--- config.mk ---
export PLATFORM = sky130hd
export DESIGN_NAME = vme_slave_config
export DESIGN_NICKNAME = d
export VERILOG_FILES = /design/src/vme_cfg_pkg.sv /design/src/vme_slave_config.sv /design/src/pin_sync.sv /design/src/jtag_step.sv
export SDC_FILE = /design/constraint.sdc
export NUM_CORES = 1
export LEC_CHECK = 0
export ABC_AREA = 1
export BUFFER_PORTS_ARGS = -buffer_cell sky130_fd_sc_hd__buf_2
export CAP_MARGIN = 10
export CORE_ASPECT_RATIO = 0.75
export CORE_MARGIN = 2
export CORE_UTILIZATION = 42
export DETAILED_ROUTE_END_ITERATION = 10
export PLACE_DENSITY = 0.71
export SYNTH_ARGS = -nofsm -noshare
export SYNTH_HDL_FRONTEND = slang
export SYNTH_SLANG_ARGS = --single-unit
--- constraint.sdc ---
create_clock -name clk_in -period 1.75 [get_ports clk_in]
set_input_delay 0.175 -clock clk_in [delete_from_list [all_inputs] [get_ports clk_in]]
set_output_delay 0.175 -clock clk_in [all_outputs]
set_load 0.01 [all_outputs]
--- src/vme_cfg_pkg.sv ---
// constants, types and helpers for the vme slave configuration front end
// assumes one 40 mhz clock and a synchronous active-low reset
// Overview of operation
// RL1: oscillator when switch high, panel otherwise, software override
// RL2: a24 base from geo lines or switch
// RL3: revision switch, fall back to revision zero
// RL4: accept jtag, a24 register, a32 block modifiers
// RL5: jtag port answers four user modifiers only
// RL6: jtag address: geo match plus fixed pattern
// RL7: data bit1 drives tdi, bit0 tms
// RL8: one test clock pulse per jtag write
// RL9: host avoids jtag address for registers
// RL10: registers use a24 d32 geo-matched base
// RL11: crate number writable, a24 base readable
// RL12: running mode reads 10 and blocks writes
// RL13: fixed board type code in top half
// RL14: transceiver low power, select, reset bits
// RL15: bit8 gates trigger and sync reset outputs
// RL16: interrupt vector, level, enable with defaults
// RL17: four timing fields, (n+1) times 4 ns
// RL18: a32 window max, min, base fields
// RL19: block size store plus two read-only levels
// RL20: two-bit event format field
// RL21: primitive, external and raw readout enables
// RL22: vme option bits, default 0x011
// RL23: host selects clock, loads table, initialises
package vme_cfg_pkg;
    localparam logic [7:0]  OFS_BOARD_IDENTITY   = 8'h00;
    localparam logic [7:0]  OFS_OPTIC      = 8'h04;
    localparam logic [7:0]  OFS_IRQ        = 8'h08;
    localparam logic [7:0]  OFS_TRIG       = 8'h0c;
    localparam logic [7:0]  OFS_A32        = 8'h10;
    localparam logic [7:0]  OFS_BLOCK      = 8'h14;
    localparam logic [7:0]  OFS_FORMAT     = 8'h18;
    localparam logic [7:0]  OFS_VME_OPT    = 8'h1c;
    localparam logic [7:0]  OFS_CLK_SEL    = 8'h2c;
    localparam logic [31:0] WM_BOARD_IDENTITY    = 32'h0000_00ff;
    localparam logic [31:0] WM_OPTIC       = 32'h0000_010e;
    localparam logic [31:0] WM_IRQ         = 32'h0001_07ff;
    localparam logic [31:0] WM_TRIG        = 32'hffff_ffff;
    localparam logic [31:0] WM_A32         = 32'hffff_ffe0;
    localparam logic [31:0] WM_BLOCK       = 32'h0000_00ff;
    localparam logic [31:0] WM_FORMAT      = 32'h0000_003f;
    localparam logic [31:0] WM_VME_OPT     = 32'h0000_009f;
    localparam logic [31:0] WM_CLK_SEL     = 32'h0000_0003;
    localparam logic [31:0] RV_BOARD_IDENTITY    = 32'h0000_0000;
    localparam logic [31:0] RV_OPTIC       = 32'h0000_010c;
    localparam logic [31:0] RV_IRQ         = 32'h0000_05c8;
    localparam logic [31:0] RV_TRIG        = 32'h0707_0707;
    localparam logic [31:0] RV_A32         = 32'h8000_3fe0;
    localparam logic [31:0] RV_BLOCK       = 32'h0000_0001;
    localparam logic [31:0] RV_FORMAT      = 32'h0000_0003;
    localparam logic [31:0] RV_VME_OPT     = 32'h0000_0011;
    localparam logic [31:0] RV_CLK_SEL     = 32'h0000_0000;
    // arbitrary board type value
    localparam logic [15:0] BOARD_TYPE     = 16'h5a00;
    localparam logic [1:0]  MODE_RUNNING   = 2'h2;
    localparam int          ID_A24_LSB     = 8;
    localparam int          ID_RUN_BIT     = 13;
    localparam int          ID_MODE_LSB    = 14;
    localparam int          ID_TYPE_LSB    = 16;
    localparam int          OPT_LP_BIT     = 1;
    localparam int          OPT_MS_BIT     = 2;
    localparam int          OPT_RST_BIT    = 3;
    localparam int          OPT_P0_EN_BIT  = 8;
    localparam int          BLK_USED_LSB   = 16;
    localparam int          BLK_MASTER_LSB = 24;
    localparam int          VOPT_A32_BIT   = 4;
    localparam int          A32_BASE_LSB   = 23;
    localparam int          SW_CLK_BIT     = 7;
    localparam int          SW_A24_BIT     = 6;
    localparam int          SW_REV_BIT     = 5;
    localparam int          JTAG_TDI_BIT   = 1;
    localparam int          JTAG_TMS_BIT   = 0;
    localparam logic [16:0] JTAG_PATTERN   = 17'h03fff;
    localparam logic [1:0]  CLKSEL_SWITCH  = 2'h0;
    localparam logic [1:0]  CLKSEL_OSC     = 2'h3;
    localparam int          CLK_PERIOD_NS  = 25;
    localparam int          TCK_HIGH_NS    = 50;
    localparam logic [2:0]  TCK_HIGH_CYC   =
        3'((TCK_HIGH_NS + CLK_PERIOD_NS - 1) / CLK_PERIOD_NS);

    typedef enum logic [1:0] {AM_NONE, AM_JTAG, AM_A24, AM_A32} am_class_t;

    typedef struct packed {
        logic        as_n;
        logic [1:0]  ds_n;
        logic        write_n;
        logic [5:0]  am;
        logic [31:2] addr;
        logic [31:0] data;
        logic [4:0]  ga_n;
        logic [7:0]  sw;
        logic        fallback;
    } pin_t;

    localparam pin_t PIN_IDLE = '{as_n: 1'b1, ds_n: 2'h3, write_n: 1'b1,
        am: 6'h00, addr: 30'h0, data: 32'h0, ga_n: 5'h1f, sw: 8'hff,
        fallback: 1'b0};

    typedef struct packed {
        logic        irq_enable;
        logic [2:0]  irq_level;
        logic [7:0]  irq_vector;
        logic [31:0] trig_timing;
        logic [8:0]  a32_base;
        logic [8:0]  a32_min;
        logic [8:0]  a32_max;
        logic [7:0]  block_size;
        logic [5:0]  format;
        logic [7:0]  vme_options;
    } cfg_t;

    function automatic am_class_t am_class(input logic [5:0] am);
        case (am)
            6'h19, 6'h1a, 6'h1d, 6'h1e: am_class = AM_JTAG;
            6'h39, 6'h3a, 6'h3d, 6'h3e: am_class = AM_A24;
            6'h08, 6'h09, 6'h0b, 6'h0c, 6'h0d, 6'h0f: am_class = AM_A32;
            default: am_class = AM_NONE;
        endcase
    endfunction

    function automatic logic [31:0] wmerge(input logic [31:0] old,
                                           input logic [31:0] nw,
                                           input logic [31:0] mask);
        wmerge = (nw & mask) | (old & ~mask);
    endfunction
endpackage

--- src/vme_slave_config.sv ---
// vme slave front end: jtag path, a24 configuration registers, a32 window
// assumes vme pins are asynchronous; trigger and level inputs share clk_in
`timescale 1ns/10ps
module vme_slave_config
    import vme_cfg_pkg::*;
(
    input  wire logic        clk_in,
    input  wire logic        rst_n_in,
    input  wire logic        as_n_in,
    input  wire logic [1:0]  ds_n_in,
    input  wire logic        write_n_in,
    input  wire logic [5:0]  am_in,
    input  wire logic [31:2] addr_in,
    input  wire logic [31:0] data_in,
    input  wire logic [4:0]  ga_n_in,
    input  wire logic [7:0]  mode_switch_in,
    input  wire logic        fallback_revision_select_in,
    input  wire logic        run_mode_in,
    input  wire logic [7:0]  block_level_in,
    input  wire logic [7:0]  master_level_in,
    input  wire logic        trigger_in,
    input  wire logic        synchronous_reset_broadcast_in,
    output logic [31:0]      data_out,
    output logic             data_oe_n_out,
    output logic             dtack_out,
    output logic             dtack_oe_n_out,
    output logic             a32_read_out,
    output logic             jtag_tck_out,
    output logic             jtag_tms_out,
    output logic             jtag_tdi_out,
    output logic             clk_source_osc_out,
    output logic             config_revision_out,
    output logic             optic_low_power_select_out,
    output logic             optic_module_select_n_out,
    output logic             optic_reset_n_out,
    output logic             p0_trigger_out,
    output logic             synchronous_reset_broadcast_out,
    output cfg_t             cfg_out
);
    typedef enum logic [1:0] {ST_IDLE, ST_ACK, ST_SKIP} state_t;

    pin_t        pin_raw;
    pin_t        pin;
    state_t      st_q, st_d;
    logic [31:0] crate_q, crate_d;
    logic [31:0] optic_q, optic_d;
    logic [31:0] irq_q, irq_d;
    logic [31:0] trig_q, trig_d;
    logic [31:0] a32_q, a32_d;
    logic [31:0] block_q, block_d;
    logic [31:0] format_q, format_d;
    logic [31:0] vopt_q, vopt_d;
    logic [31:0] clksel_q, clksel_d;
    logic [31:0] data_d;
    logic        data_oe_n_d;
    logic        dtack_oe_n_d;
    logic        a32_rd_d;
    logic        jtag_go_q, jtag_go_d;
    logic        jtag_tms_q, jtag_tms_d;
    logic        jtag_tdi_q, jtag_tdi_d;
    logic        clk_osc_d;
    logic        rev_d;
    logic        p0_trig_d;
    logic        p0_sync_d;
    logic [4:0]  geo;
    logic        strobe;
    logic        released;
    am_class_t   cls;
    logic        base_ok;
    logic [7:0]  ofs;
    logic        ofs_known;
    logic [31:0] rword;
    logic        jtag_hit;
    logic        reg_hit;
    logic        a32_hit;
    logic        reg_wr;

    assign pin_raw = '{as_n: as_n_in, ds_n: ds_n_in, write_n: write_n_in,
                       am: am_in, addr: addr_in, data: data_in,
                       ga_n: ga_n_in, sw: mode_switch_in,
                       fallback: fallback_revision_select_in};

    pin_sync #(
        .W       ($bits(pin_t)),
        .RST_VAL (PIN_IDLE)
    ) u_sync (
        .clk_in   (clk_in),
        .rst_n_in (rst_n_in),
        .d_in     (pin_raw),
        .q_out    (pin)
    );

    jtag_step u_jtag (
        .clk_in   (clk_in),
        .rst_n_in (rst_n_in),
        .step_in  (jtag_go_q),
        .tms_in   (jtag_tms_q),
        .tdi_in   (jtag_tdi_q),
        .tck_out  (jtag_tck_out),
        .tms_out  (jtag_tms_out),
        .tdi_out  (jtag_tdi_out)
    );

    // address decode
    always_comb begin
        // geo lines are active low, so a non-vme64x crate gives zero
        geo = pin.sw[SW_A24_BIT] ? pin.sw[4:0] : ~pin.ga_n; // RL2
        strobe   = !pin.as_n && (pin.ds_n != 2'h3);
        released = (pin.ds_n == 2'h3);
        cls      = am_class(pin.am); // RL4
        base_ok  = (pin.addr[23:19] == geo); // RL10
        ofs      = {pin.addr[7:2], 2'h0};
        // address bits 31..24 ignored on the jtag path
        jtag_hit = (cls == AM_JTAG) && base_ok && !pin.write_n // RL5
                   && (pin.addr[18:2] == JTAG_PATTERN); // RL6
        a32_hit  = (cls == AM_A32) && vopt_q[VOPT_A32_BIT] && pin.write_n
                   && (pin.addr[31:23] == a32_q[31:A32_BASE_LSB]); // RL22
        ofs_known = 1'b1;
        rword     = 32'h0;
        case (ofs)
            OFS_BOARD_IDENTITY: begin
                rword = crate_q & WM_BOARD_IDENTITY; // RL11
                rword[ID_A24_LSB +: 5] = geo; // RL11
                rword[ID_RUN_BIT] = run_mode_in; // RL12
                rword[ID_MODE_LSB +: 2] = run_mode_in ? MODE_RUNNING : 2'h0; // RL12
                rword[ID_TYPE_LSB +: 16] = BOARD_TYPE; // RL13
            end
            OFS_OPTIC:   rword = optic_q;
            OFS_IRQ:     rword = irq_q;
            OFS_TRIG:    rword = trig_q;
            OFS_A32:     rword = a32_q;
            OFS_BLOCK: begin
                rword = block_q;
                rword[BLK_USED_LSB +: 8] = block_level_in; // RL19
                rword[BLK_MASTER_LSB +: 8] = master_level_in; // RL19
            end
            OFS_FORMAT:  rword = format_q;
            OFS_VME_OPT: rword = vopt_q;
            OFS_CLK_SEL: rword = clksel_q;
            default:     ofs_known = 1'b0;
        endcase
        reg_hit = (cls == AM_A24) && base_ok && (pin.addr[18:8] == 11'h0)
                  && ofs_known; // RL10
    end

    // bus cycle state machine and register file
    always_comb begin
        st_d         = st_q;
        crate_d      = crate_q;
        optic_d      = optic_q;
        irq_d        = irq_q;
        trig_d       = trig_q;
        a32_d        = a32_q;
        block_d      = block_q;
        format_d     = format_q;
        vopt_d       = vopt_q;
        clksel_d     = clksel_q;
        data_d       = data_out;
        data_oe_n_d  = data_oe_n_out;
        dtack_oe_n_d = dtack_oe_n_out;
        a32_rd_d     = 1'b0;
        jtag_go_d    = 1'b0;
        jtag_tms_d   = jtag_tms_q;
        jtag_tdi_d   = jtag_tdi_q;
        reg_wr       = 1'b0;
        case (st_q)
            ST_IDLE: begin
                if (strobe) begin
                    if (jtag_hit) begin
                        jtag_go_d    = 1'b1; // RL8
                        jtag_tms_d   = pin.data[JTAG_TMS_BIT]; // RL7
                        jtag_tdi_d   = pin.data[JTAG_TDI_BIT]; // RL7
                        dtack_oe_n_d = 1'b0;
                        st_d         = ST_ACK;
                    end else if (reg_hit) begin
                        // running mode freezes the register contents
                        reg_wr       = !pin.write_n && !run_mode_in; // RL12
                        data_d       = rword;
                        data_oe_n_d  = !pin.write_n;
                        dtack_oe_n_d = 1'b0;
                        st_d         = ST_ACK;
                    end else if (a32_hit) begin
                        // event words come from the readout path, not here
                        a32_rd_d     = 1'b1;
                        data_d       = 32'h0;
                        data_oe_n_d  = 1'b0;
                        dtack_oe_n_d = 1'b0;
                        st_d         = ST_ACK;
                    end else begin
                        st_d = ST_SKIP;
                    end
                end
            end
            ST_ACK: begin
                if (released) begin
                    data_oe_n_d  = 1'b1;
                    dtack_oe_n_d = 1'b1;
                    st_d         = ST_IDLE;
                end
            end
            ST_SKIP: begin
                if (released) begin
                    st_d = ST_IDLE;
                end
            end
            default: begin
                data_oe_n_d  = 1'b1;
                dtack_oe_n_d = 1'b1;
                st_d         = ST_IDLE;
            end
        endcase
        if (reg_wr) begin
            case (ofs)
                OFS_BOARD_IDENTITY: crate_d  = wmerge(crate_q, pin.data, WM_BOARD_IDENTITY); // RL11
                OFS_OPTIC:    optic_d  = wmerge(optic_q, pin.data, WM_OPTIC); // RL14
                OFS_IRQ:      irq_d    = wmerge(irq_q, pin.data, WM_IRQ); // RL16
                OFS_TRIG:     trig_d   = wmerge(trig_q, pin.data, WM_TRIG); // RL17
                OFS_A32:      a32_d    = wmerge(a32_q, pin.data, WM_A32); // RL18
                OFS_BLOCK:    block_d  = wmerge(block_q, pin.data, WM_BLOCK); // RL19
                OFS_FORMAT:   format_d = wmerge(format_q, pin.data, WM_FORMAT); // RL20
                OFS_VME_OPT:  vopt_d   = wmerge(vopt_q, pin.data, WM_VME_OPT); // RL22
                OFS_CLK_SEL:  clksel_d = wmerge(clksel_q, pin.data, WM_CLK_SEL); // RL1
                default:      crate_d  = crate_q;
            endcase
        end
    end

    // board-level controls
    always_comb begin
        case (clksel_q[1:0])
            CLKSEL_SWITCH: clk_osc_d = pin.sw[SW_CLK_BIT]; // RL1
            CLKSEL_OSC:    clk_osc_d = 1'b1; // RL1
            default:       clk_osc_d = 1'b0; // RL1
        endcase
        rev_d     = pin.sw[SW_REV_BIT] && !pin.fallback; // RL3
        p0_trig_d = trigger_in && optic_q[OPT_P0_EN_BIT]; // RL15
        p0_sync_d = synchronous_reset_broadcast_in && optic_q[OPT_P0_EN_BIT]; // RL15
    end

    always_ff @(posedge clk_in) begin
        if (!rst_n_in) begin
            st_q                            <= ST_IDLE;
            crate_q                         <= RV_BOARD_IDENTITY;
            optic_q                         <= RV_OPTIC;
            irq_q                           <= RV_IRQ;
            trig_q                          <= RV_TRIG;
            a32_q                           <= RV_A32;
            block_q                         <= RV_BLOCK;
            format_q                        <= RV_FORMAT;
            vopt_q                          <= RV_VME_OPT;
            clksel_q                        <= RV_CLK_SEL;
            data_out                        <= 32'h0;
            data_oe_n_out                   <= 1'b1;
            dtack_out                       <= 1'b0;
            dtack_oe_n_out                  <= 1'b1;
            a32_read_out                    <= 1'b0;
            jtag_go_q                       <= 1'b0;
            jtag_tms_q                      <= 1'b0;
            jtag_tdi_q                      <= 1'b0;
            clk_source_osc_out              <= 1'b1;
            config_revision_out             <= 1'b0;
            p0_trigger_out                  <= 1'b0;
            synchronous_reset_broadcast_out <= 1'b0;
        end else begin
            st_q                            <= st_d;
            crate_q                         <= crate_d;
            optic_q                         <= optic_d;
            irq_q                           <= irq_d;
            trig_q                          <= trig_d;
            a32_q                           <= a32_d;
            block_q                         <= block_d;
            format_q                        <= format_d;
            vopt_q                          <= vopt_d;
            clksel_q                        <= clksel_d;
            data_out                        <= data_d;
            data_oe_n_out                   <= data_oe_n_d;
            dtack_out                       <= 1'b0;
            dtack_oe_n_out                  <= dtack_oe_n_d;
            a32_read_out                    <= a32_rd_d;
            jtag_go_q                       <= jtag_go_d;
            jtag_tms_q                      <= jtag_tms_d;
            jtag_tdi_q                      <= jtag_tdi_d;
            clk_source_osc_out              <= clk_osc_d;
            config_revision_out             <= rev_d;
            p0_trigger_out                  <= p0_trig_d;
            synchronous_reset_broadcast_out <= p0_sync_d;
        end
    end

    // register bits driven straight from their flops
    assign optic_low_power_select_out = optic_q[OPT_LP_BIT]; // RL14
    assign optic_module_select_n_out  = optic_q[OPT_MS_BIT]; // RL14
    assign optic_reset_n_out          = optic_q[OPT_RST_BIT]; // RL14
    assign cfg_out = '{irq_enable:  irq_q[16], // RL16
                       irq_level:   irq_q[10:8],
                       irq_vector:  irq_q[7:0],
                       trig_timing: trig_q, // RL17
                       a32_base:    a32_q[31:23], // RL18
                       a32_min:     a32_q[22:14],
                       a32_max:     a32_q[13:5],
                       block_size:  block_q[7:0],
                       format:      format_q[5:0], // RL21
                       vme_options: vopt_q[7:0]};
endmodule

--- src/pin_sync.sv ---
// two-flop synchroniser for a bundle of pin inputs
// assumes the bundle is quasi-static around each sampled strobe
`timescale 1ns/10ps
module pin_sync #(
    parameter int             W       = 1,
    parameter logic [W-1:0]   RST_VAL = '0
) (
    input  wire logic         clk_in,
    input  wire logic         rst_n_in,
    input  wire logic [W-1:0] d_in,
    output logic      [W-1:0] q_out
);
    logic [W-1:0] meta_q;

    always_ff @(posedge clk_in) begin
        if (!rst_n_in) begin
            meta_q <= RST_VAL;
            q_out  <= RST_VAL;
        end else begin
            meta_q <= d_in;
            q_out  <= meta_q;
        end
    end
endmodule

--- src/jtag_step.sv ---
// emergency jtag driver: one tck pulse per accepted write
// assumes steps arrive no faster than one vme cycle apart
`timescale 1ns/10ps
module jtag_step
    import vme_cfg_pkg::*;
(
    input  wire logic clk_in,
    input  wire logic rst_n_in,
    input  wire logic step_in,
    input  wire logic tms_in,
    input  wire logic tdi_in,
    output logic      tck_out,
    output logic      tms_out,
    output logic      tdi_out
);
    logic [2:0] cnt_q, cnt_d;
    logic       tck_d, tms_d, tdi_d;

    always_comb begin
        cnt_d = cnt_q;
        tms_d = tms_out;
        tdi_d = tdi_out;
        if (step_in && cnt_q == 3'h0) begin
            tms_d = tms_in; // RL7
            tdi_d = tdi_in; // RL7
            cnt_d = TCK_HIGH_CYC + 3'h1;
        end else if (cnt_q != 3'h0) begin
            cnt_d = cnt_q - 3'h1;
        end
        // setup cycle, then tck high, then low
        tck_d = (cnt_d != 3'h0) && (cnt_d <= TCK_HIGH_CYC); // RL8
    end

    always_ff @(posedge clk_in) begin
        if (!rst_n_in) begin
            cnt_q   <= 3'h0;
            tck_out <= 1'b0;
            tms_out <= 1'b0;
            tdi_out <= 1'b0;
        end else begin
            cnt_q   <= cnt_d;
            tck_out <= tck_d;
            tms_out <= tms_d;
            tdi_out <= tdi_d;
        end
    end
endmodule

# After elaboration in Yosys (flattened, before gate mapping)
# Memory sizes are Yosys's and may differ from the RTL's. A register that Yosys moved wholly into a read port is not among the register bits.
# Index checks and enable logic that the tools add are counted.
# op_classes
n_addsub	1
n_lt_le_gt_ge	1
eq_ne	25
mux	32
bitwise_logic	14
reduce_logical	47
# op_table
op	n
$pmux W32 S9	1
$or A8 B32 Y32	3
$mux W32	2
$or A17 B32 Y32	1
$or A2 B32 Y32	1
$or A32 B5 Y32	1
$or A6 B32 Y32	1
$or A9 B32 Y32	1
$eq A6 B3 Y1 const B	4
$reduce_and A2 Y1	10
$eq A17 B14 Y1 const B	1
$logic_and A1 B1 Y1	16
$mux W1	15
$eq A6 B2 Y1 const B	2
$mux W2	6
$logic_not A11 Y1	1
$eq A2 B2 Y1 const B	5
$eq A9 B9 Y1	1
$reduce_or A9 Y1	1
$logic_not A8 Y1	1
$ne A2 B2 Y1 const B	4
$reduce_and A4 Y1	2
$eq A6 B1 Y1 const B	1
$eq A6 B4 Y1 const B	1
25 further kinds	38
# totals
register_bits	510
mem_bits_ro	128
out_inout_bits	139
elab_cells	148
memories	1
# mem_list
memory	depth	width	read_ports	rd_ports_with_merged_regs	write_ports	line_no	source
(no name shown)	64	2	1	1	0	vme_cfg_pkg.sv:115	case (am)

# Longest topological paths before layout
# Gate-level depths: netlist of the first run.
# logic_depth
word_depth	11
ltp_mapped	14

# By module
# Synthesis of the first run repeated with hierarchy kept, for this count alone.
# hier_totals
hier_cells	1720
area_unflattened_um2	12672.2
# by_module_without_submodules
module	instances	cells_per_inst	area_per_inst_um2
vme_slave_config	1	1146	7513.5
pin_sync	1	535	4877.2
jtag_step	1	39	281.5

# Worst setup path after synthesis of the first run
# Ideal clock, no wire load.
# synth_timing
kind	reg2reg
from	reg st_q[0]
to	reg optic_q[1]
setup_ns	0.115
arrival_ns	1.604
required_ns	1.635
path_slack_ns	0.031
stages_incl_launch_ff	13
path_buffers	1
period_less_slack_ns	1.719
path_cell_list	dfxtp_1 > inv_1 > ha_1 > inv_1 > nor2_1 > inv_1 > nor2_1 > nand2_1 > nor2_2 > buf_2 > nand3_1 > nand2_1 > nor2_1
# synth_via
elab_chain_len	3
# synth_rtl
element	line_no	source
from (decl)	vme_slave_config.sv:44	state_t st_q, st_d;
from (signal assigned)	vme_slave_config.sv:265	st_q <= st_d;
$logic_not A2 Y1	vme_slave_config.sv:166	case (st_q)
$mux W1	vme_slave_config.sv:166	
$reduce_and A2 Y1 (no source line)	-	
to (signal assigned)	vme_slave_config.sv:267	optic_q <= optic_d;
to (decl)	vme_slave_config.sv:46	logic [31:0] optic_q, optic_d;
# No other way between the ends.
# A chain may end at the register's enable or synchronous reset.

# Worst setup path in the final report of the first run
# layout_timing
from	reg u_sync.q_out[7]
to	reg a32_q[15]
# layout_via
elab_chain_len	10
# layout_rtl
element	line_no	source
from (decl)	pin_sync.sv:11	output logic [W-1:0] q_out
from (signal assigned)	pin_sync.sv:21	q_out <= meta_q;
$mux W5 *	vme_slave_config.sv:107	geo = pin.sw[SW_A24_BIT] ? pin.sw[4:0] : ~pin.ga_n;
$eq A5 B5 Y1 *	vme_slave_config.sv:111	base_ok = (pin.addr[23:19] == geo);
$logic_and A1 B1 Y1 (2 in series)	vme_slave_config.sv:142	reg_hit = (cls == AM_A24) && base_ok && (pin.addr[18:8] == 11'h0)
$logic_and A1 B1 Y1	vme_slave_config.sv:143	&& ofs_known;
$mux W1	vme_slave_config.sv:175	end else if (reg_hit) begin
$mux W1 *	vme_slave_config.sv:169	if (jtag_hit) begin
$mux W1 *	vme_slave_config.sv:168	if (strobe) begin
$mux W1 *	vme_slave_config.sv:166	
$reduce_and A2 Y1 (no source line) *	-	
to (signal assigned)	vme_slave_config.sv:247	a32_q <= RV_A32;
to (signal assigned)	vme_slave_config.sv:270	a32_q <= a32_d;
to (decl)	vme_slave_config.sv:49	logic [31:0] a32_q, a32_d;
# Mark *: on every way between the ends. The rest lies on a longest branch, timed or not.

==> metrics.yaml, run 1 <==
synth-seq-area-share_pct: 51.8
cts.sinks: 322
synth_top_area_share_pct: 51.8
grt_usage_pct: 24.4
rows: 54
vias_per_cell: 4.83
clk_pin_slew_worst_paths_ns: 0.06
max_stage_delay_ns: 0.41
worst_hold_path_type: "in -> reg"
rsz0062_at_grt: "yes"
critPathSlowestCell: "dfxtp_4"
critPathArrivalTime_ns: 2.48
syn2layout_area_growth_pct: 42.4
cp-start-kind: "flop"
drv_slew: 0
antenna_found_initial: 3
synth_ff_type: "dfxtp_1"
synth_top_family_by_area: "simple AND/OR/NAND/NOR gates"
routed_wl_um: 39500
utilization_pct: 60.8
ant_nets: 0
synth_edf_count: 0
drtPass1Iterations: 5
vdd_drop_max_uv: 750
max_freq_mhz: 491
hold_depth: 3
grt_pass1_vias: 11100
post-dp-hpwl_um: 25800
synth_seq_cells: 322
synthMuxAreaShare_pct: 0
synthSimpleGateAreaFrac_pct: 28.3
initial_core_util_pct: 42.7
wl_per_cell_um: 15.8
synth-xor-area-share_pct: 0.211
multiInputGateArea_sq_mm: 0.00500
violations: "negative setup slack"
regArea_sq_mm: 0.00645
syn-cell-area_sq_mm: 0.0124
num_vias: 12100
synth_area_leader_cell: "dfxtp_1"
async_reset_ff_share_pct: 0
gp_congestion: 0.905
drt_iter0_markers: 984
die_h_um: 153
synth_compound_area_share_pct: 7.66
cap_viol_max_count: 0
finalHoldViolations: 0
required_ns: 2.19
clockBufferDepth: 3
core_sq_mm: 0.0291
port_buffers: 241
grt_max_degree: 91
synth_area_leaders: "dfxtp_1, nand2_1, inv_1, nand3_1, nor2_1"
ioPinCount: 246
total_power_mw: 16.0
setup_viol: 140
syn_avg_cell_area_sq_um: 7.40
grt-ovfl-total: 0
drc: 0
status: "finished with violations"
numCtsBuffers: 34
fp.dieW_um: 203
clock_latency_ns: 0.53
drive_above_1_share_pct: 26.3
yosys.area_share.adder_pct: 1.01
tritoncts: "yes"
cts-root-buf: "clkbuf_16"
final_nets: 2208
synthCells: 1682
setup_ws_ns: -0.288
path_class: "reg -> reg"
fin_crit_sh_pct: 116
cp_cell_sequence: "inv_8, nand2_4, nand2_2, nand2_2, nand4_1, nor2_4, nand3_2, nor2_4, buf_12, buf_12, clkbuf_16, a21oi_1, nor2_1"
p_leak_nw: 8.98
reg2reg_depth: 13
period_needed_ns: 2.04
skew_ns: 0.0262
htree_levels: 2
p_per_area_mw_per_mm2: 902
fill_cells: 2539
die-area_sq_mm: 0.0310
worstPathMaxFanout: 7
yosysUniqueCellTypes: 36
crit_path_end_kind: "flop"
grt_pass1_wl_um: 60100
yosysWarnings: 0
power breakdown:
group | internal [mW] | switching (mW)
logic | 0.564 | 0.661
registers | 7.55 | 0.101
clock network | 4.23 | 2.87
total | 12.3 | 3.63
stage by stage:
| stage | hold slack (ns) | instance area, sq um | TNS, ns | instances | setup WS [ns] |
|---|---|---|---|---|---|
| 6_report | 0.0398 | 17700 | -24.60 | 2504 | -0.288 |
| 2_1_floorplan | 0.273 | 12500 | 0 | 1684 | 0.0307 |
| 4_1_cts | 0.0257 | 17300 | -20.95 | 2488 | -0.213 |
| 3_3_place_gp | 0.357 | 14800 | -21.28 | 2320 | -0.257 |
| 3_5_place_dp | 0.360 | 14800 | -30.09 | 2320 | -0.317 |
| 5_1_grt | 0.0639 | 17700 | -41.95 | 2501 | -0.361 |
cell families (layout without fill, tap and decap cells):
| logic type | Yosys count | in the layout |
|---|---|---|
| and+or+nand+nor | 839 | 839 |
| buffers and inverters | 338 | 763 |
| DFF | 322 | 322 |
| AOI/OAI and AO/OA | 169 | 169 |
| adders and majority gates | 10 | 10 |
| xor gates and xnor gates | 3 | 3 |
| other | 1 | 6 |
worst max-delay path, delay by kind of cell, from the launching register on:
| family | cells | cell delay [ns] |
|---|---|---|
| flip-flops | 1 | 0.41 |
| buffers and inverters | 4 | 0.51 |
| AO/OA/AOI/OAI | 1 | 0.07 |
| AND/OR/NAND/NOR | 8 | 0.96 |
final cells by class:
| class | count | share of cell area [%] |
|---|---|---|
| antenna | 3 | 0.0424 |
| clock buffer | 45 | 5.32 |
| clock inverter | 9 | 0.812 |
| inverter | 243 | 5.20 |
| multi-input combinational | 1024 | 28.2 |
| sequential | 322 | 36.4 |
| tap | 392 | 2.77 |
| timing repair buffer | 466 | 21.2 |
routing by layer:
metal | GRT usage (%) | up-vias | wire (um)
met5 | 0 | - | 11
met2 | 36.7 | 540 | 17100
met3 | 5.37 | 70 | 3520
met4 | 7.51 | 2 | 1020
li1 | - | 6016 | -
met1 | 34.9 | 5459 | 17800
what timing repair did:
item / in CTS / in global routing
setup buffers: 20 / 6
resized for setup: 75 / 44
endpoints found under the hold margin: 87 / 0
hold buffers: 87 / 0
setup endpoints to repair: 143 / 144
cloned: 7 / 7
pin swaps: 38 / 31
Yosys cell counts (2+ instances only):
master    count
buf_6         7
nand4_1      13
a21oi_1     107
o21ai_1       6
nor2_4        2
or2_2        34
nand3_1     171
o21ai_0      14
dfxtp_1     322
clkbuf_1     58
a22oi_1      26
ha_1         10
o21a_1        2
nor2_1      168
o22ai_1       2
nand2_1     440
buf_4         6
o211ai_1      7
nor3_1        5
inv_1       241
nand2_2       2
xor2_1        2
nor2_2        2
buf_1         5
buf_2        19
cells in the final DEF (no fill, tap or decap), drive strengths merged, types with 13 or more instances in the layout:
cell / netlist / final
nand2: 442 / 442
buf: 37 / 372
dfxtp: 322 / 322
inv: 242 / 244
nor2: 172 / 172
nand3: 172 / 172
a21oi: 108 / 108
dlygate4sd3: 0 / 87
clkbuf: 58 / 51
or2: 34 / 34
a22oi: 26 / 26
o21ai: 20 / 20
nand4: 13 / 13
final timing paths:
path,slack (ns),startpoint,to
max,-0.29,u_sync.q_out[7],a32_q[15]
min,0.04,rst_n_in,u_sync.meta_q[65]
max reg2reg,-0.29,u_sync.q_out[7],a32_q[15]
min reg2reg,0.41,u_sync.meta_q[36],u_sync.q_out[36]
sequential cells by signal, indices dropped and copies added (netlist names), 8 cells and up:
name,cells
u_sync.meta_q,85
irq_q,12
u_sync.q_out,80
a32_q,27
trig_q,32
data_out,32
block_q,8
crate_q,8
Power figures use the tool's default switching activity.
==> run 2: changes to the inputs <==
==> constraint.sdc (replaced) <==
create_clock -name clk_in -period 1.75 [get_ports clk_in]
set_input_delay 0 -clock clk_in [delete_from_list [all_inputs] [get_ports clk_in]]
set_output_delay 0 -clock clk_in [all_outputs]
set_load 0.01 [all_outputs]
==> run 2 against run 1 <==
Compared with the run above: clock skew grew 0.00078 ns; global-route usage rose by 0.79 points; critical path type unchanged; final cell count is 1.2% higher; core utilization up 2.2 points; die area unchanged; the run still ends with negative setup slack left; clock power grew 4.7%; sequential cell count is the same; combinational power rose by 9.8%; non-clock buffer count rose by 26; highest routed layer is now met4; sequential power about the same; sequential share of layout area decreased by 1.3 points.
==> metrics.yaml, run 2 (synthesis gave the netlist of run 1 again) <==
finalSetupTns_ns: -24.83  # -0.224 ns
port_buffers: 241  # unchanged
htree_levels: 2  # unchanged
holdWs_ns: 0.0352  # -0.00461 ns
clock_latency_ns: 0.52  # about the same
worstPathMaxFanout: 7  # unchanged
clockBufferDepth: 3  # unchanged
max_slew_margin_pct: 63.6
grt_pass1_vias: 11500  # +3.6%
cts.sinks: 322  # unchanged
fp.dieW_um: 203  # unchanged
tritoncts: "yes"
final_nets: 2234  # +1.2%
post-dp-hpwl_um: 25500  # -0.95%
drv_slew: 0  # unchanged
grt-ovfl-total: 0  # unchanged
worstMarginPinSlew_ns: 0.545
ioPinCount: 246  # unchanged
crit_path_end_kind: "flop"
setup_viol: 139  # -0.71%
multiInputGateArea_sq_mm: 0.00533  # +6.7%
max_flop_register: "u_sync.meta_q"
skew_ns: 0.0270  # +0.000780 ns
placed_cell_area_sq_mm: 0.0147  # -0.10%
syn2layout_area_growth_pct: 47.5
p_leak_nw: 9.16  # +2.0%
grt_pass1_wl_um: 62100  # +3.3%
vdd_drop_max_uv: 605  # -19%
wl_per_cell_um: 15.9  # +0.81%
final_cell_area_sq_mm: 0.0184  # +3.6%
most-common-layout-cells: "nand2_1, dfxtp_1, buf_2"
drive_above_1_share_pct: 28.9  # +2.6 points
reg_top3: "u_sync.meta_q (85), u_sync.q_out (80)"
cts-root-buf: "clkbuf_16"
cp-start-kind: "flop"
fin_cells: 2533  # +1.2%
rows: 54  # unchanged
fill_cells: 2377  # -6.4%
layout_commonest_cell: "nand2_1"
total_power_mw: 16.4  # +2.8%
max_freq_mhz: 501  # +2.0%
clk_pin_slew_worst_paths_ns: 0.06  # about the same
regArea_sq_mm: 0.00645  # about the same
routed_wl_um: 40200  # +2.0%
vias_per_cell: 4.82  # -0.19%
finalHoldViolations: 0  # unchanged
worst_hold_path_type: "in -> reg"
grt_max_degree: 120  # +32%
gp_congestion: 0.904  # -0.11%
drtPass1Iterations: 6  # +1
cap_viol_max_count: 0  # unchanged
fin_crit_sh_pct: 114  # -2.3 points
path_class: "reg -> reg"
status: "finished with violations"
critPathArrivalTime_ns: 2.37  # -0.11 ns
drc: 0  # unchanged
initial_core_util_pct: 42.7  # unchanged
utilization_pct: 63.0  # +2.2 points
drt_iter0_markers: 1043  # +6.0%
die_h_um: 153  # unchanged
placed_cells: 2318  # -0.086%
setup_ws_ns: -0.247  # +0.0407 ns
period_needed_ns: 2.00  # -0.0407 ns
ant_nets: 0  # unchanged
num_vias: 12200  # +0.97%
p_per_area_mw_per_mm2: 894  # -0.79%
die-area_sq_mm: 0.0310  # unchanged
place_ws_ns: -0.310  # +0.00643 ns
largest_reg_flops: 85  # unchanged
rrSetupSlack_ns: -0.25  # +0.04 ns
core_sq_mm: 0.0291  # unchanged
required_ns: 2.12  # -0.07 ns
rsz0062_at_grt: "yes"
numCtsBuffers: 34  # unchanged
grt_usage_pct: 25.2  # +0.79 points
violations: "negative setup slack"
antenna_found_initial: 2  # -1
[run 2: changes by cell type in the layout (fill, tap and decap cells not counted), sizes merged]
cell         previous run  this run
clkbuf                 51        53
dlygate4sd3            87       126
buf                   372       357
bufbuf                  1         4
diode                   3         2
clkinv                  3         4
[run 2: path summary, 6_finish.rpt]
| kind | start | end | cells past startpoint |
|---|---|---|---|
| setup / recovery | u_sync.q_out[7] | trig_q[25] | 12 |
| hold / removal | block_level_in[5] | data_out[21] | 5 |
| setup reg to reg | u_sync.q_out[7] | trig_q[25] | 12 |
| hold reg to reg | u_sync.meta_q[34] | u_sync.q_out[34] | 2 |
[run 2: what timing repair did]
| action | 4_1_cts | 5_1_grt |
|---|---|---|
| hold buffers | 126 | 0 |
| endpoints found under the hold margin | 108 | 0 |
| endpoints found under the setup margin | 144 | 145 |
| gates resized for setup | 108 | 117 |
| setup buffers | 17 | 2 |
| pin swaps | 19 | 50 |
| cloned | 7 | 5 |
[run 2: worst max-delay path: stages (launching register included)]
cell and delay, ns:
dfxtp_4 0.39, inv_8 0.10, nand2_1 0.06, nand3_1 0.11, nand4_1 0.20, nor2_4 0.22, nand3_4 0.10, nor2_4 0.17
buf_12 0.16, nand2_8 0.07, clkbuf_16 0.17, nand2_4 0.05, nand3_1 0.05
[run 2: final cells by class]
type | instances | share of cell area (%)
diodes | 2 | 0.0273
inverters | 243 | 5.04
repair buffers | 492 | 21.8
well taps | 392 | 2.67
clock inverters | 10 | 0.729
multi-input cells | 1024 | 29.1
clock buffers | 48 | 5.54
flip-flops and latches | 322 | 35.2
[run 2: power breakdown]
group	leakage (nW)	total, mW	internal (mW)	switching [mW]
clock	0.562	7.42	4.50	2.92
combinational	5.96	1.35	0.652	0.695
sequential	2.64	7.65	7.55	0.103
[run 2: metal layers]
metal	share of wire [%]	track usage, %	up-vias
met5	0	0	-
met4	3.0	8.10	0
met3	8.8	5.14	79
met2	44	38.2	518
met1	45	35.9	5528
li1	-	-	6079
==> run 3: changes to the inputs <==
--- a/config.mk
+++ b/config.mk
@@ -12,7 +12,7 @@
 export CORE_MARGIN = 2
 export CORE_UTILIZATION = 42
 export DETAILED_ROUTE_END_ITERATION = 10
-export PLACE_DENSITY = 0.71
+export PLACE_DENSITY = 0.66
 export SYNTH_ARGS = -nofsm -noshare
 export SYNTH_HDL_FRONTEND = slang
 export SYNTH_SLANG_ARGS = --single-unit
==> run 3 against run 2 <==
Compared with the run above: the run still ends with negative setup slack left; clock power shrank 1%; hold slack worse by 0.0075 ns; sequential power barely moved; critical path depth rose by 1; via count down 0.15%; first-iteration DRC count is 10% lower; critical endpoint is now a32_q[25]; largest cell class unchanged; highest routed layer unchanged.
==> metrics.yaml, run 3 (synthesis gave the netlist of run 1 again) <==
drt_iter0_markers: 939  # -10%
crit_end: "a32_q[25]"
finalSetupTns_ns: -24.43  # +0.400 ns
place_ws_ns: -0.330  # -0.0193 ns
worstPathMaxFanout: 11  # +4
max_flop_register: "u_sync.meta_q"
clk_pin_slew_worst_paths_ns: 0.06  # about the same
worstHoldStart: "master_level_in[2]"
most-common-layout-cells: "nand2_1, dfxtp_1, buf_2"
clock_latency_ns: 0.50  # -0.02 ns
num_vias: 12200  # -0.15%
tritoncts: "yes"
final_nets: 2235  # +0.045%
drv_slew: 0  # unchanged
numCtsBuffers: 34  # unchanged
grt_usage_pct: 24.8  # -0.42 points
rsz0062_at_grt: "yes"
skew_ns: 0.00993  # -0.0170 ns
cap_viol_max_count: 0  # unchanged
p_per_area_mw_per_mm2: 880  # -1.7%
holdWs_ns: 0.0277  # -0.00750 ns
grt_pass1_wl_um: 61100  # -1.6%
violations: "negative setup slack"
largest_reg_flops: 85  # unchanged
ant_nets: 0  # unchanged
drc: 0  # unchanged
die_h_um: 153  # unchanged
clockBufferDepth: 3  # unchanged
status: "finished with violations"
cts.sinks: 322  # unchanged
rrSetupSlack_ns: -0.24  # about the same
post-dp-hpwl_um: 25900  # +1.7%
cts-root-buf: "clkbuf_16"
initial_core_util_pct: 42.7  # unchanged
setup_ws_ns: -0.241  # +0.00581 ns
antenna_found_initial: 1  # -1
vias_per_cell: 4.81  # -0.19%
grt_pass1_vias: 11400  # -1.1%
drtPass1Iterations: 5  # -1
critPathArrivalTime_ns: 2.38  # about the same
core_sq_mm: 0.0291  # unchanged
ioPinCount: 246  # unchanged
crit_path_end_kind: "flop"
worst_hold_path_type: "in -> reg"
reg2reg_to: "a32_q[25]"
gp_congestion: 0.896  # -0.82%
port_buffers: 241  # unchanged
syn2layout_area_growth_pct: 48.7
p_leak_nw: 9.19  # +0.34%
routed_wl_um: 40100  # -0.34%
reg_top3: "u_sync.meta_q (85), u_sync.q_out (80)"
antenna_cells: 0  # -2
fin_crit_sh_pct: 114  # -0.33 points
setup_viol: 143  # +2.9%
layout_commonest_cell: "nand2_1"
cp-start-kind: "flop"
fp.dieW_um: 203  # unchanged
rows: 54  # unchanged
max_freq_mhz: 502  # +0.29%
path_class: "reg -> reg"
die-area_sq_mm: 0.0310  # unchanged
crit_path_start: "u_sync.q_out[53]"
regToRegStartpoint: "u_sync.q_out[53]"
multiInputGateArea_sq_mm: 0.00542  # +1.7%
htree_levels: 2  # unchanged
vdd_drop_max_uv: 626  # +3.5%
regArea_sq_mm: 0.00646  # about the same
fill_cells: 2501  # +5.2%
wl_per_cell_um: 15.8  # -0.37%
required_ns: 2.14  # +0.02 ns
period_needed_ns: 1.99  # -0.00581 ns
reg2reg_depth: 13  # +1
finalHoldViolations: 0  # unchanged
drive_above_1_share_pct: 31.1  # +2.2 points
grt_max_degree: 66  # -45%
grt-ovfl-total: 0  # unchanged
-- run 3: cell type report --
class,instances,area share (%)
clock inverter,15,0.845
multi-input combinational,1025,29.3
timing repair buffer,492,22.0
sequential,322,34.9
inverter,243,4.98
clock buffer,45,5.33
tap,392,2.65
-- run 3: metrics by stage --
stage	cell area (sq um)	util, %	total power [mW]	std cells
floorplan	12500	-	8.38	1684
global placement	14800	51.0	8.81	2333
detailed placement	14800	51.0	8.84	2333
CTS	17900	61.6	16.4	2525
global route	18500	63.6	16.9	2534
finish	18500	63.6	16.3	2534
-- run 3: worst max-delay path, stage by stage, from the launching register on --
cell and delay [ns]:
dfxtp_2 0.35, buf_6 0.10, nand2_2 0.04, nor2_1 0.10, nand3_1 0.10, nor2_2 0.16, nand4_1 0.19, nand2_2 0.16
nor2_4 0.06, buf_12 0.13, buf_12 0.15, buf_16 0.15, a21oi_2 0.15, nor2_1 0.06
-- run 3: worst min-delay path by stage --
| stage | to | slack, ns | depth (start not counted) |
|---|---|---|---|
| after global placement | u_sync.meta_q[13] | 0.19 | 2 |
| after detailed placement | u_sync.meta_q[50] | 0.18 | 3 |
| after floorplan | u_sync.meta_q[0] | 0.1 | 2 |
| after global routing | data_out[25] | 0.04 | 5 |
| after CTS | data_out[26] | 0.009 | 5 |
| final | data_out[26] | 0.03 | 5 |
-- run 3: what timing repair did --
action                     CTS  global route
hold buffers               103             0
hold endpoints to repair   122             0
gates cloned                10             8
setup endpoints to repair  142           143
pin swaps                   16            19
setup buffers               20             1
gates resized for setup    154            96
-- run 3: report_power, final --
part,internal [mW],switching (mW),total (mW)
Sequential,7.55,0.105,7.66
Clock,4.41,2.91,7.32
Combinational,0.616,0.683,1.30
-- run 3: metal layers --
layer | wire length (um) | global-route usage [%] | up-vias
met4 | 855 | 6.60 | 0
met1 | 18300 | 35.7 | 5542
li1 | - | - | 6073
met5 | 0 | 0 | -
met2 | 17500 | 38.0 | 496
met3 | 3400 | 4.65 | 75
